**src/pkg/tscfg_pkg.sv**
```systemverilog
package tscfg_pkg;

    // ************************************************************
    // Register pointer values
    // ************************************************************
    localparam logic [7:0] TSCFG_ADDR_CFG   = 8'h01;
    localparam logic [7:0] TSCFG_ADDR_UPPER = 8'h02;
    localparam logic [7:0] TSCFG_ADDR_LOWER = 8'h03;
    localparam logic [7:0] TSCFG_ADDR_CRIT  = 8'h04;
    localparam logic [7:0] TSCFG_ADDR_TEMP  = 8'h05;
    localparam logic [7:0] TSCFG_PTR_RST    = 8'h00;

    // ************************************************************
    // Configuration register field positions
    // ************************************************************
    localparam int TSCFG_HYS_MSB       = 10;
    localparam int TSCFG_HYS_LSB       = 9;
    localparam int TSCFG_BIT_PD        = 8;
    localparam int TSCFG_BIT_CRIT_LOCK = 7;
    localparam int TSCFG_BIT_WIN_LOCK  = 6;
    localparam int TSCFG_BIT_RELEASE   = 5;
    localparam int TSCFG_BIT_STATUS    = 4;
    localparam int TSCFG_BIT_OE        = 3;
    localparam int TSCFG_BIT_CRIT_ONLY = 2;
    localparam int TSCFG_BIT_POL       = 1;
    localparam int TSCFG_BIT_LATCH     = 0;

    // ************************************************************
    // Limit and temperature layouts
    // ************************************************************
    localparam int TSCFG_LIM_MSB  = 12;
    localparam int TSCFG_LIM_LSB  = 2;
    localparam int TSCFG_TEMP_MSB = 12;

    localparam logic [15:0] TSCFG_CFG_RST  = 16'h0000;
    localparam logic [15:0] TSCFG_WORD_ZERO = 16'h0000;
    localparam logic [10:0] TSCFG_LIM_RST  = 11'h000;
    localparam logic [12:0] TSCFG_TEMP_RST = 13'h0000;
    localparam logic [1:0]  TSCFG_LIM_PAD  = 2'h0;

    // ************************************************************
    // Hysteresis codes and amounts in 0.0625 degree steps
    // ************************************************************
    typedef enum logic [1:0] {
        TSCFG_HYS_OFF = 2'h0,
        TSCFG_HYS_1P5 = 2'h1,
        TSCFG_HYS_3P0 = 2'h2,
        TSCFG_HYS_6P0 = 2'h3
    } tscfg_hys_t;

    localparam logic [13:0] TSCFG_HYS_AMT_OFF = 14'h0000;
    localparam logic [13:0] TSCFG_HYS_AMT_1P5 = 14'h0018;
    localparam logic [13:0] TSCFG_HYS_AMT_3P0 = 14'h0030;
    localparam logic [13:0] TSCFG_HYS_AMT_6P0 = 14'h0060;

    // The alert pin is open drain: it only ever pulls low.
    localparam logic TSCFG_PIN_LOW = 1'b0;

endpackage

```
**src/pkg/tscfg_alert_if.sv**
```systemverilog
`timescale 1ns/10ps
interface tscfg_alert_if;
    logic limit_cond;
    logic sample_p;
    logic power_down;
    logic out_en;
    logic polarity;
    logic latch_sel;
    logic release_p;
    logic asserted;
    logic pin_oe;

    modport ctl (
        output limit_cond,
        output sample_p,
        output power_down,
        output out_en,
        output polarity,
        output latch_sel,
        output release_p,
        input  asserted,
        input  pin_oe
    );

    modport drv (
        input  limit_cond,
        input  sample_p,
        input  power_down,
        input  out_en,
        input  polarity,
        input  latch_sel,
        input  release_p,
        output asserted,
        output pin_oe
    );
endinterface

```
**src/core/tscfg_alert.sv**
```systemverilog
`timescale 1ns/10ps
module tscfg_alert (
    // Clock and synchronised reset
    input wire logic     clk,
    input wire logic     rst_n,
    // Configuration and condition from the register bank
    tscfg_alert_if.drv   al
);
    import tscfg_pkg::*;

    typedef struct packed {
        logic latch;
        logic prev_cond;
        logic asserted;
        logic pin_oe;
    } tscfg_alert_st_t;

    tscfg_alert_st_t st_r;
    tscfg_alert_st_t st_nxt;
    logic            active;

    // ************************************************************
    // Alert latch and pin drive
    // ************************************************************
    always_comb begin
        st_nxt = st_r;
        if (al.release_p) begin
            st_nxt.latch = 1'b0;
        end
        // A new crossing in the same cycle as a release keeps the latch set.
        if (al.sample_p && al.limit_cond && !st_r.prev_cond && al.out_en && !al.power_down) begin
            st_nxt.latch = 1'b1;
        end
        if (!al.latch_sel) begin
            st_nxt.latch = 1'b0;
        end
        if (al.sample_p) begin
            st_nxt.prev_cond = al.limit_cond;
        end
        // Comparator mode follows the frozen condition during power down.
        active = al.latch_sel ? st_nxt.latch : al.limit_cond;
        st_nxt.asserted = al.out_en & active;
        st_nxt.pin_oe = al.polarity ? ~st_nxt.asserted : st_nxt.asserted;
    end

    always_ff @(posedge clk or negedge rst_n) begin
        if (!rst_n) begin
            st_r <= '0;
        end else begin
            st_r <= st_nxt;
        end
    end

    assign al.asserted = st_r.asserted;
    assign al.pin_oe   = st_r.pin_oe;

endmodule

```
**src/core/tscfg_top.sv**
```systemverilog
`timescale 1ns/10ps
// What this block does
// - Configuration register at pointer 01h, read/write.
// - Hysteresis code selects 0, 1.5, 3, 6 degrees.
// - Hysteresis applies only to falling temperature.
// - Upper and critical conditions hold until below limit minus hysteresis.
// - Hysteresis writes ignored while any lock set.
// - Power-down bit stops continuous conversion.
// - Power down freezes temperature, no new interrupts.
// - Power-down set refused when locked; clear allowed.
// - Bus access and timeout stay active in power down.
// - Critical lock blocks critical limit updates.
// - Window lock blocks upper and lower limits.
// - Lock bits sticky until power-on reset.
// - Release bit frees latched alert; reads zero.
// - Status bit shows alert asserted.
// - Enable bit gates alert output and interrupts.
// - Enable writes ignored while any lock set.
// - Critical-only bit restricts alert to critical.
// - Critical-only writes ignored under window lock.
// - Polarity bit selects alert active level.
// - Mode bit selects comparator or latched alert.
// - Polarity and mode ignored while any lock set.
// - Pointer write selects register for access.
// - Writes to read-only or locked registers ignored.
// - Window lock makes window limits read-only.
// - Critical lock makes critical limit read-only.
module tscfg_top (
    // Clock and reset
    input  wire logic        ref_clk,
    input  wire logic        resetn,
    // Register access from the serial bus engine
    input  wire logic        ptr_wr,
    input  wire logic [7:0]  ptr_data,
    input  wire logic        reg_wr,
    input  wire logic [15:0] reg_wdata,
    output logic      [15:0] reg_rdata,
    // Conversion engine
    input  wire logic [12:0] temp_sample,
    input  wire logic        temp_sample_valid,
    output logic             convert_enable,
    output logic             bus_timeout_enable,
    // Alert pin, open drain
    output logic             alert_pin_o,
    output logic             alert_pin_oe
);
    import tscfg_pkg::*;

    typedef struct packed {
        logic [7:0]  ptr;
        tscfg_hys_t  hysteresis_field;
        logic        power_down;
        logic        crit_lock;
        logic        win_lock;
        logic        out_en;
        logic        crit_only;
        logic        polarity;
        logic        latch_sel;
        logic [10:0] upper;
        logic [10:0] lower;
        logic [10:0] crit;
        logic [12:0] temp;
        logic        upper_hi;
        logic        lower_lo;
        logic        crit_hi;
        logic        sample_p;
        logic        release_p;
        logic        conv_en;
        logic [15:0] rdata;
    } tscfg_st_t;

    tscfg_st_t       st_r;
    tscfg_st_t       st_nxt;
    logic [1:0]      rst_sync_r;
    logic            rst_n;
    logic            any_lock;
    logic [13:0]     hys_amt;
    logic [13:0]     t_ext;
    logic [13:0]     up_ext;
    logic [13:0]     lo_ext;
    logic [13:0]     cr_ext;
    logic [15:0]     cfg_word;
    logic            limit_cond;
    tscfg_alert_if   al ();

    // ************************************************************
    // Reset release
    // ************************************************************
    always_ff @(posedge ref_clk or negedge resetn) begin
        if (!resetn) begin
            rst_sync_r <= 2'b00;
        end else begin
            rst_sync_r <= {rst_sync_r[0], 1'b1};
        end
    end

    assign rst_n = rst_sync_r[1];

    // ************************************************************
    // Helpers
    // ************************************************************
    function automatic logic [13:0] lim_ext(input logic [10:0] lim);
        logic [12:0] full;
        full = {lim, TSCFG_LIM_PAD};
        return {full[TSCFG_LIM_MSB], full};
    endfunction

    // Signed less-than on 14-bit two's complement values.
    function automatic logic s_lt(input logic [13:0] a, input logic [13:0] b);
        return $signed(a) < $signed(b);
    endfunction

    always_comb begin
        case (st_r.hysteresis_field)
            TSCFG_HYS_1P5: hys_amt = TSCFG_HYS_AMT_1P5;
            TSCFG_HYS_3P0: hys_amt = TSCFG_HYS_AMT_3P0;
            TSCFG_HYS_6P0: hys_amt = TSCFG_HYS_AMT_6P0;
            default:       hys_amt = TSCFG_HYS_AMT_OFF;
        endcase
    end

    assign any_lock = st_r.crit_lock | st_r.win_lock;
    assign t_ext    = {temp_sample[TSCFG_TEMP_MSB], temp_sample};
    assign up_ext   = lim_ext(st_r.upper);
    assign lo_ext   = lim_ext(st_r.lower);
    assign cr_ext   = lim_ext(st_r.crit);

    // ************************************************************
    // Configuration read image
    // ************************************************************
    always_comb begin
        cfg_word = TSCFG_CFG_RST;
        cfg_word[TSCFG_HYS_MSB:TSCFG_HYS_LSB] = st_r.hysteresis_field;
        cfg_word[TSCFG_BIT_PD]        = st_r.power_down;
        cfg_word[TSCFG_BIT_CRIT_LOCK] = st_r.crit_lock;
        cfg_word[TSCFG_BIT_WIN_LOCK]  = st_r.win_lock;
        cfg_word[TSCFG_BIT_STATUS]    = al.asserted;
        cfg_word[TSCFG_BIT_OE]        = st_r.out_en;
        cfg_word[TSCFG_BIT_CRIT_ONLY] = st_r.crit_only;
        cfg_word[TSCFG_BIT_POL]       = st_r.polarity;
        cfg_word[TSCFG_BIT_LATCH]     = st_r.latch_sel;
    end

    // ************************************************************
    // Register bank and limit tracking
    // ************************************************************
    always_comb begin
        st_nxt = st_r;
        st_nxt.release_p = 1'b0;
        st_nxt.sample_p  = 1'b0;

        // Bus access is never gated by power down.
        if (ptr_wr) begin
            st_nxt.ptr = ptr_data;
        end

        if (reg_wr) begin
            case (st_r.ptr)
                TSCFG_ADDR_CFG: begin
                    // Locks are judged on their value before this write, so one
                    // write may set a lock and the last free fields together.
                    if (!any_lock) begin
                        st_nxt.hysteresis_field       = tscfg_hys_t'(reg_wdata[TSCFG_HYS_MSB:TSCFG_HYS_LSB]);
                        st_nxt.out_en    = reg_wdata[TSCFG_BIT_OE];
                        st_nxt.polarity  = reg_wdata[TSCFG_BIT_POL];
                        st_nxt.latch_sel = reg_wdata[TSCFG_BIT_LATCH];
                    end
                    if (!st_r.win_lock) begin
                        st_nxt.crit_only = reg_wdata[TSCFG_BIT_CRIT_ONLY];
                    end
                    if (!reg_wdata[TSCFG_BIT_PD]) begin
                        st_nxt.power_down = 1'b0;
                    end else if (!any_lock) begin
                        st_nxt.power_down = 1'b1;
                    end
                    st_nxt.crit_lock = st_r.crit_lock | reg_wdata[TSCFG_BIT_CRIT_LOCK];
                    st_nxt.win_lock  = st_r.win_lock | reg_wdata[TSCFG_BIT_WIN_LOCK];
                    if (reg_wdata[TSCFG_BIT_RELEASE] && st_r.latch_sel) begin
                        st_nxt.release_p = 1'b1;
                    end
                end
                TSCFG_ADDR_UPPER: begin
                    if (!st_r.win_lock) begin
                        st_nxt.upper = reg_wdata[TSCFG_LIM_MSB:TSCFG_LIM_LSB];
                    end
                end
                TSCFG_ADDR_LOWER: begin
                    if (!st_r.win_lock) begin
                        st_nxt.lower = reg_wdata[TSCFG_LIM_MSB:TSCFG_LIM_LSB];
                    end
                end
                TSCFG_ADDR_CRIT: begin
                    if (!st_r.crit_lock) begin
                        st_nxt.crit = reg_wdata[TSCFG_LIM_MSB:TSCFG_LIM_LSB];
                    end
                end
                default: begin
                    // Read-only and unmapped pointers take the write and keep their contents.
                end
            endcase
        end

        // A sample that arrives during power down is dropped whole.
        if (temp_sample_valid && !st_r.power_down) begin
            st_nxt.temp     = temp_sample;
            st_nxt.sample_p = 1'b1;
            if (s_lt(up_ext, t_ext)) begin
                st_nxt.upper_hi = 1'b1;
            end else if (s_lt(t_ext, 14'(up_ext - hys_amt))) begin
                st_nxt.upper_hi = 1'b0;
            end
            if (s_lt(cr_ext, t_ext)) begin
                st_nxt.crit_hi = 1'b1;
            end else if (s_lt(t_ext, 14'(cr_ext - hys_amt))) begin
                st_nxt.crit_hi = 1'b0;
            end
            if (s_lt(t_ext, 14'(lo_ext - hys_amt))) begin
                st_nxt.lower_lo = 1'b1;
            end else if (!s_lt(t_ext, lo_ext)) begin
                st_nxt.lower_lo = 1'b0;
            end
        end

        st_nxt.conv_en = ~st_nxt.power_down;

        case (st_r.ptr)
            TSCFG_ADDR_CFG:   st_nxt.rdata = cfg_word;
            TSCFG_ADDR_UPPER: st_nxt.rdata = 16'({st_r.upper, TSCFG_LIM_PAD});
            TSCFG_ADDR_LOWER: st_nxt.rdata = 16'({st_r.lower, TSCFG_LIM_PAD});
            TSCFG_ADDR_CRIT:  st_nxt.rdata = 16'({st_r.crit, TSCFG_LIM_PAD});
            TSCFG_ADDR_TEMP:  st_nxt.rdata = 16'(st_r.temp);
            default:          st_nxt.rdata = TSCFG_WORD_ZERO;
        endcase
    end

    always_ff @(posedge ref_clk or negedge rst_n) begin
        if (!rst_n) begin
            st_r          <= '0;
            st_r.ptr      <= TSCFG_PTR_RST;
            st_r.hysteresis_field      <= TSCFG_HYS_OFF;
            st_r.upper    <= TSCFG_LIM_RST;
            st_r.lower    <= TSCFG_LIM_RST;
            st_r.crit     <= TSCFG_LIM_RST;
            st_r.temp     <= TSCFG_TEMP_RST;
            st_r.conv_en  <= 1'b1;
        end else begin
            st_r <= st_nxt;
        end
    end

    // ************************************************************
    // Alert stage
    // ************************************************************
    assign limit_cond = st_r.crit_only ? st_r.crit_hi
                                       : (st_r.upper_hi | st_r.lower_lo | st_r.crit_hi);

    assign al.limit_cond = limit_cond;
    assign al.sample_p   = st_r.sample_p;
    assign al.power_down = st_r.power_down;
    assign al.out_en     = st_r.out_en;
    assign al.polarity   = st_r.polarity;
    assign al.latch_sel  = st_r.latch_sel;
    assign al.release_p  = st_r.release_p;

    tscfg_alert u_alert (
        .clk   (ref_clk),
        .rst_n (rst_n),
        .al    (al.drv)
    );

    assign reg_rdata          = st_r.rdata;
    assign convert_enable     = st_r.conv_en;
    assign bus_timeout_enable = rst_n;
    assign alert_pin_o        = TSCFG_PIN_LOW;
    assign alert_pin_oe       = al.pin_oe;

endmodule

```
**config.mk**
```make
export PLATFORM = sky130hd
export DESIGN_NAME = tscfg_top
export DESIGN_NICKNAME = d
export VERILOG_FILES = /design/src/pkg/tscfg_pkg.sv /design/src/pkg/tscfg_alert_if.sv /design/src/core/tscfg_alert.sv /design/src/core/tscfg_top.sv
export SDC_FILE = /design/constraint.sdc
export NUM_CORES = 1
export LEC_CHECK = 0
export BUFFER_PORTS_ARGS = -buffer_cell sky130_fd_sc_hd__buf_2
export CAP_MARGIN = 20
export CELL_PAD_IN_SITES_DETAIL_PLACEMENT = 0
export CELL_PAD_IN_SITES_GLOBAL_PLACEMENT = 2
export CORE_ASPECT_RATIO = 1.2
export CORE_MARGIN = 2
export CORE_UTILIZATION = 42
export CTS_CLUSTER_DIAMETER = 200
export DETAILED_ROUTE_END_ITERATION = 10
export HOLD_SLACK_MARGIN = 0.05
export PLACE_DENSITY = 0.95
export SLEW_MARGIN = 25
export SYNTH_ARGS = -nofsm -noshare
export SYNTH_HDL_FRONTEND = slang
export SYNTH_HIERARCHICAL = 1
export SYNTH_SLANG_ARGS = --single-unit
```
**constraint.sdc**
```tcl
create_clock -name ref_clk -period 5.3 [get_ports ref_clk]
set_input_delay 0.265 -clock ref_clk [delete_from_list [all_inputs] [get_ports ref_clk]]
set_output_delay 0.265 -clock ref_clk [all_outputs]
set_load 0.1 [all_outputs]
```
### Yosys cells after proc, flatten, opt, wreduce, memory -nomap -nowiden

Cells that the tools add are included.

| storage, ports and cells | value |
|---|---|
| logic and storage cells | 104 |
| input port bits | 42 |
| register bits | 91 |

| operators by class | value |
|---|---|
| reductions and logical operators | 19 |
| equal/unequal tests | 9 |
| magnitude comparators | 6 |
| add/sub/neg operators | 3 |
| bitwise logic cells | 11 |
| muxes and demuxes | 31 |

Operators by type and width:

| kind | count |
|---|---|
| $mux W11 | 6 |
| $pmux W13 S5 | 1 |
| $lt A13 B14 Y1 | 3 |
| $sub A13 B8 Y14 | 3 |
| $mux W40 | 1 |
| $lt A13 B13 Y1 | 3 |
| $pmux W7 S3 | 1 |
| $mux W1 | 20 |
| $eq A8 B2 Y1 const B | 2 |
| $eq A8 B3 Y1 const B | 2 |
| $reduce_and A3 Y1 | 5 |
| $eq A8 B1 Y1 const B | 1 |
| $reduce_and A2 Y1 | 4 |
| $mux W7 | 1 |
| $logic_and A1 B1 Y1 | 6 |
| $not A1 Y1 | 5 |
| $or A1 B1 Y1 | 5 |
| $eq A2 B2 Y1 const B | 2 |
| $reduce_bool A2 Y1 | 2 |
| $eq A2 B1 Y1 const B | 1 |
| $logic_not A1 Y1 | 2 |
| $mux W2 | 1 |
| $ne A2 B2 Y1 const B | 1 |
| $and A1 B1 Y1 | 1 |

### Logic depth before layout (Yosys ltp)

| logic depth | value |
|---|---|
| depth in word-level cells | 13 |
| gate-level depth with buffers | 16 |
| gate-level depth less buffers | 16 |

### By module

The synthesis kept the hierarchy.

Modules (own cells, without submodules):

| module | cells an instance | instances | area an instance (µm²) | sequential area each (µm²) |
|---|---|---|---|---|
| tscfg_top | 554 | 1 | 5856.9 | 2103.3 |
| tscfg_alert | 12 | 1 | 167.7 | 100.1 |

### Least setup slack after synthesis

Ideal clock, no wire load.

| timing | value |
|---|---|
| kind | register to register |
| from | register st_r, in the netlist cfg_word[10] |
| to | register st_r[21] in the netlist's numbering |
| data arrival time | 2.999 ns |
| required time | 5.176 ns |
| buffers on the path | 0 |
| cell stages (with the launch flop) | 14 |
| library setup time | 0.124 ns |
| slack | 2.177 ns |
| cell sequence | dfrtp_1 > inv_1 > ha_1 > fa_1 > a21o_1 > a21oi_1 > nand2_1 > nor3_1 > xnor2_1 > ha_1 > a21o_1 > a21oi_1 > o21ai_0 > a211o_1 |

| between the ends | value |
|---|---|
| cells in the longest elaborated chain, start to end | 6 |
| elaborated cells between the ends (all ways) | 8 |
| those cells by class | add/sub: 1; order compare: 1; eq/ne: 3; mux: 1; reduce/logical: 2 |

RTL lines:

| item | RTL line | RTL |
|---|---|---|
| start: declaration | tscfg_top.sv:72 | `tscfg_st_t st_r;` |
| start signal: assignment | tscfg_top.sv:247 | `st_r <= st_nxt;` |
| $eq A2 B2 Y1 or $eq A2 B1 Y1 (tied branches) | tscfg_top.sv:114 | `case (st_r.hysteresis_field)` |
| $pmux W7 S3 * | tscfg_top.sv:114 |  |
| $sub A13 B8 Y14 * | tscfg_top.sv:209 | `end else if (s_lt(t_ext, 14'(up_ext - hys_amt))) begin` |
| $lt A13 B14 Y1 * | tscfg_top.sv:110 | `return $signed(a) < $signed(b);` |
| $reduce_bool A2 Y1 (no source line) * | n/a |  |
| $reduce_and A2 Y1 (no source line) * | n/a |  |

Every way passes the cells marked *; elsewhere a longest branch is shown, timed or not.
A chain may end at the register's enable or synchronous reset.

### Worst setup path after layout

Same ends and word-level chain as after synthesis.

==> reports/results.txt <==
The H-tree depth was 3. The maximum single-stage delay on the critical path came out at 0.41 ns. Once the floorplan was initialized, standard cells occupied 43.2% of the core. In the post-synthesis netlist, the biggest area contributors are dfrtp_1, ha_1, mux2_2, mux2i_1, inv_1.

Buffer depth of the longest clock path: 2. VDD sags by at most 183 uV. The library cells used most frequently in the layout, excluding fill and tap cells, are dfrtp_1, ha_1, buf_2, mux2_2, inv_1. Gates resized during post-CTS repair numbered 0.

The leakage power total came out at 3.30 nW. The run gives 0 as the setup violation total in the final timing report. The tools report the aggregate routed wire length as 14800 um. In the routed layout, each cell is associated on average with a via count of 5.50. Global routing used 20.2% of the available tracks across all layers. The run gives 54 as the post-synthesis cell type count. The area share of fa/ha/maj cells after synthesis is 17.8%. In this run, the number of DRC markers left after iteration 0 of detailed routing was 214.

Routability-driven placement finished with a final weighted congestion of 0.855. The biggest fanout along the worst timing path was 4; the number of antenna violations at the first check in global routing was 0. The classification of the worst-slack hold path was input pin to flip-flop. Largest family of logic cells by synthesized area: adder cells. Synthesis handed over a netlist of 566 instances. The most frequently used flop master after synthesis is dfrtp_1. The leading area contributor after synthesis is dfrtp_1.

The die outline width works out to 113 um. The number of optimization iterations in the first detailed-route pass is 4, and the die area is 15300 sq um. The net count of the finished layout is 734. Across the run, the number of max-cap violations was 0.

The floorplan has 47 rows. Excluding fillers, the count of instances in the completed layout stands at 784. After synthesis, the mean cell area works out to 10.6 sq um.

Adding up every negative setup slack in the final design gives 0 ns. Of the total synthesized cell area, the portion taken by XOR and XNOR cells is 3.20%. The worst setup path is of the flip-flop to flip-flop kind. The number of flops mapped to enable cells by yosys came out at 0. Detailed placement finished with a half-perimeter wire length of 11300 um. For the data required time of the worst path, the log shows 5.52 ns. Subtracting the final worst setup slack from the clock period gives 3.57 ns. Cell internal power was estimated by the tool at 1.58 mW. The maximum number of pins on one net before global-route repair is 57, and the area of the core is 13900 sq um.

The first global-routing pass estimated 24000 um of wire. The net switching power was 810 uW; the number of warning messages in the yosys log was 6. In this run the power density over the cells is 355 nW/um^2. The largest individual stage delay along the critical path comes from the cell dfrtp_1. Clock network fraction of total power: 30.6%. The post-cts hold buffer count was 1. The cell type group with the largest total delay on the critical path is compound AO/OA/AOI/OAI gates.

For the portion of total power attributed to sequential cells, the log shows 35.8%. The number of design rule violations left after detail routing was 0; the number of failing hold endpoints at the final stage was 0. The share of the cycle needed by the critical path after routing is 67.4%, and the number of routed nets with antenna violations is 0.

The achievable frequency is 0.280 GHz, and the detailed-route wire length per cell is 18.9 um. The transition at the pin with the smallest max-transition slack was 1.06 ns. Summing the areas of all and, or, nand and nor instances in the mapped netlist gives 11.1% of the synthesized area. TritonCTS built the clock tree. The sequential-to-total area share from yosys stat is 36.6%, and the total of flip-flops plus latches after synthesis is 88. The run gives 0 as the remaining global-route overflow. After synthesis the cells add up to 6020 sq um.

The switching portion of total power came out at 33.9%. The fraction of the mapped netlist area in compound gates works out to 10.9%. During I/O placement, the number of pins put on the boundary was 62. The fraction of registers with async set or reset after synthesis is 100%, and the total number of vias is 4313. The combinational power share came out at 33.6%. The repair_antennas step left the layout with diodes totalling 0. The mux share of post-synthesis cell area came out at 14.5%. STA puts the critical path data arrival time at 3.79 ns. Count of pins over their slew limit: 0.

STA classifies the critical path startpoint as a flip-flop. Relative to the synthesized area, the layout overhead comes to 11.5%. Setup repair after global routing left no endpoint under its margin. CTS placed an instance of clkbuf_16 at the clock tree root. The later pin in the worst-skew pair is clocked with a latency of 0.33 ns. Share of cells above drive strength 1: 23.3%. The critical path goes through inv_1, ha_1, ha_1, inv_1, fa_1, a21o_1, a21oi_1, nand2_1, nor3_1, xnor2_1, ha_1, a21o_1, a21oi_1, o21ai_0, a211o_1. The run gives 4456 as the via count of the first global-routing pass. The clock arrives with 0.00857 ns of skew. STA classifies the critical path endpoint as a flip-flop. The clock-pin slew on the worst setup and hold paths is 0.07 ns, and the total number of clock tree sinks is 88. Measured along the y axis, the die boundary spans 135 um.

The most used cell along the critical path is ha_1. TritonCTS created 9 clock buffers. The top-area cell type share of the netlist area was 36.1%. The flow ran to the end, and the final reports show no timing, DRC or antenna violations. Counting tap cells, the placed design contains a total of 767 instances.

In this run the post-CTS setup repair buffer count came out at 0. The critical path contains buffers and inverters numbering 2 combined. The library cell used most frequently in the layout, excluding fill and tap cells, is dfrtp_1.

The port buffer count was 54. Headroom to the max-slew limit came out at 28.5%.
-- final cells by class --
type / count / area, sq um
clock buffers: 10 / 229
clock inverters: 6 / 116
fillers: 1282 / 7220
inverters: 42 / 158
multi-input cells: 410 / 3500
flip-flops and latches: 88 / 2210
well taps: 171 / 214
repair buffers: 57 / 295
-- kinds of logic (layout without fill, tap and decap cells) --
family,Yosys count,in the layout
xor gates and xnor gates,22,22
buffers and inverters,71,115
DFF,88,88
and+or+nand+nor,120,120
adders and majority gates,84,84
muxes,77,77
AOI/OAI and AO/OA,102,102
other,2,5
-- metal layers --
metal	wire length (um)	part of all wire, %	track usage [%]
met1	6400	43	25.6
met2	7290	49	33.7
met3	604	4.1	3.67
met4	537	3.6	9.08
met5	0	0	0
-- tightest hold or removal path, stage by stage --
cell and delay [ns]:
buf_2 0.08, nand2_1 0.04, o21ai_0 0.07
-- through the flow --
step	hold slack, ns	util, %	total power [mW]	area (sq um)	setup slack (ns)
after CTS	0.138	48.2	2.40	6720	1.73
final	0.151	48.2	2.39	6720	1.73
after floorplan	-0.0306	-	1.46	6040	1.84
after global routing	0.151	48.2	2.55	6720	1.43
after detailed placement	0.0523	45.7	1.66	6360	1.75
after global placement	0.0498	45.7	1.63	6360	1.86
-- synthesized netlist by cell type (4+ instances only) --
cell type and number:
dfrtp_1 87, ha_1 81, mux2_2 52, inv_1 42, nor2_1 30, a21oi_1 28, nand2_1 26, o21ai_0 21
mux2i_1 18, buf_4 17, nor2b_1 14, xnor2_1 14, nand3_1 9, a21o_1 8, nor3_1 8, xor2_1 8
clkbuf_1 7, mux2_4 7, nand4_1 7, o221ai_1 7, nor4_1 6, a211oi_1 5, o211ai_1 5, o21a_1 5
a221oi_1 4
-- state kept, by name, summed over array words and instances (netlist names), 2 cells and up --
name / cells
cr_ext: 11
u_alert/st_r: 2
lo_ext: 11
cfg_word: 5
reg_rdata: 13
st_r: 35
rst_sync_r: 2
-- final timing paths --
check,from,end,slack (ns),cells after the start
min in group asynchronous,resetn,rst_sync_r[1],0.24,2
worst min register to register,rst_sync_r[1],reg_rdata[8],0.27,0
worst min-delay path,ptr_data[1],st_r[78],0.15,3
max in group asynchronous,rst_sync_r[1],cfg_word[10],3.94,1
worst max-delay path,cfg_word[10],st_r[21],1.73,15
worst max register to register,cfg_word[10],st_r[21],1.73,15
-- power by group through the flow --
stage	clock (mW)	combinational (mW)	sequential, mW
finish	0.729	0.803	0.855
global route	0.776	0.912	0.866
CTS	0.743	0.804	0.855
detailed placement	0	0.794	0.867
global placement	0	0.768	0.862
floorplan	0	0.603	0.854
No activity file was read; power rests on OpenSTA's default activity.
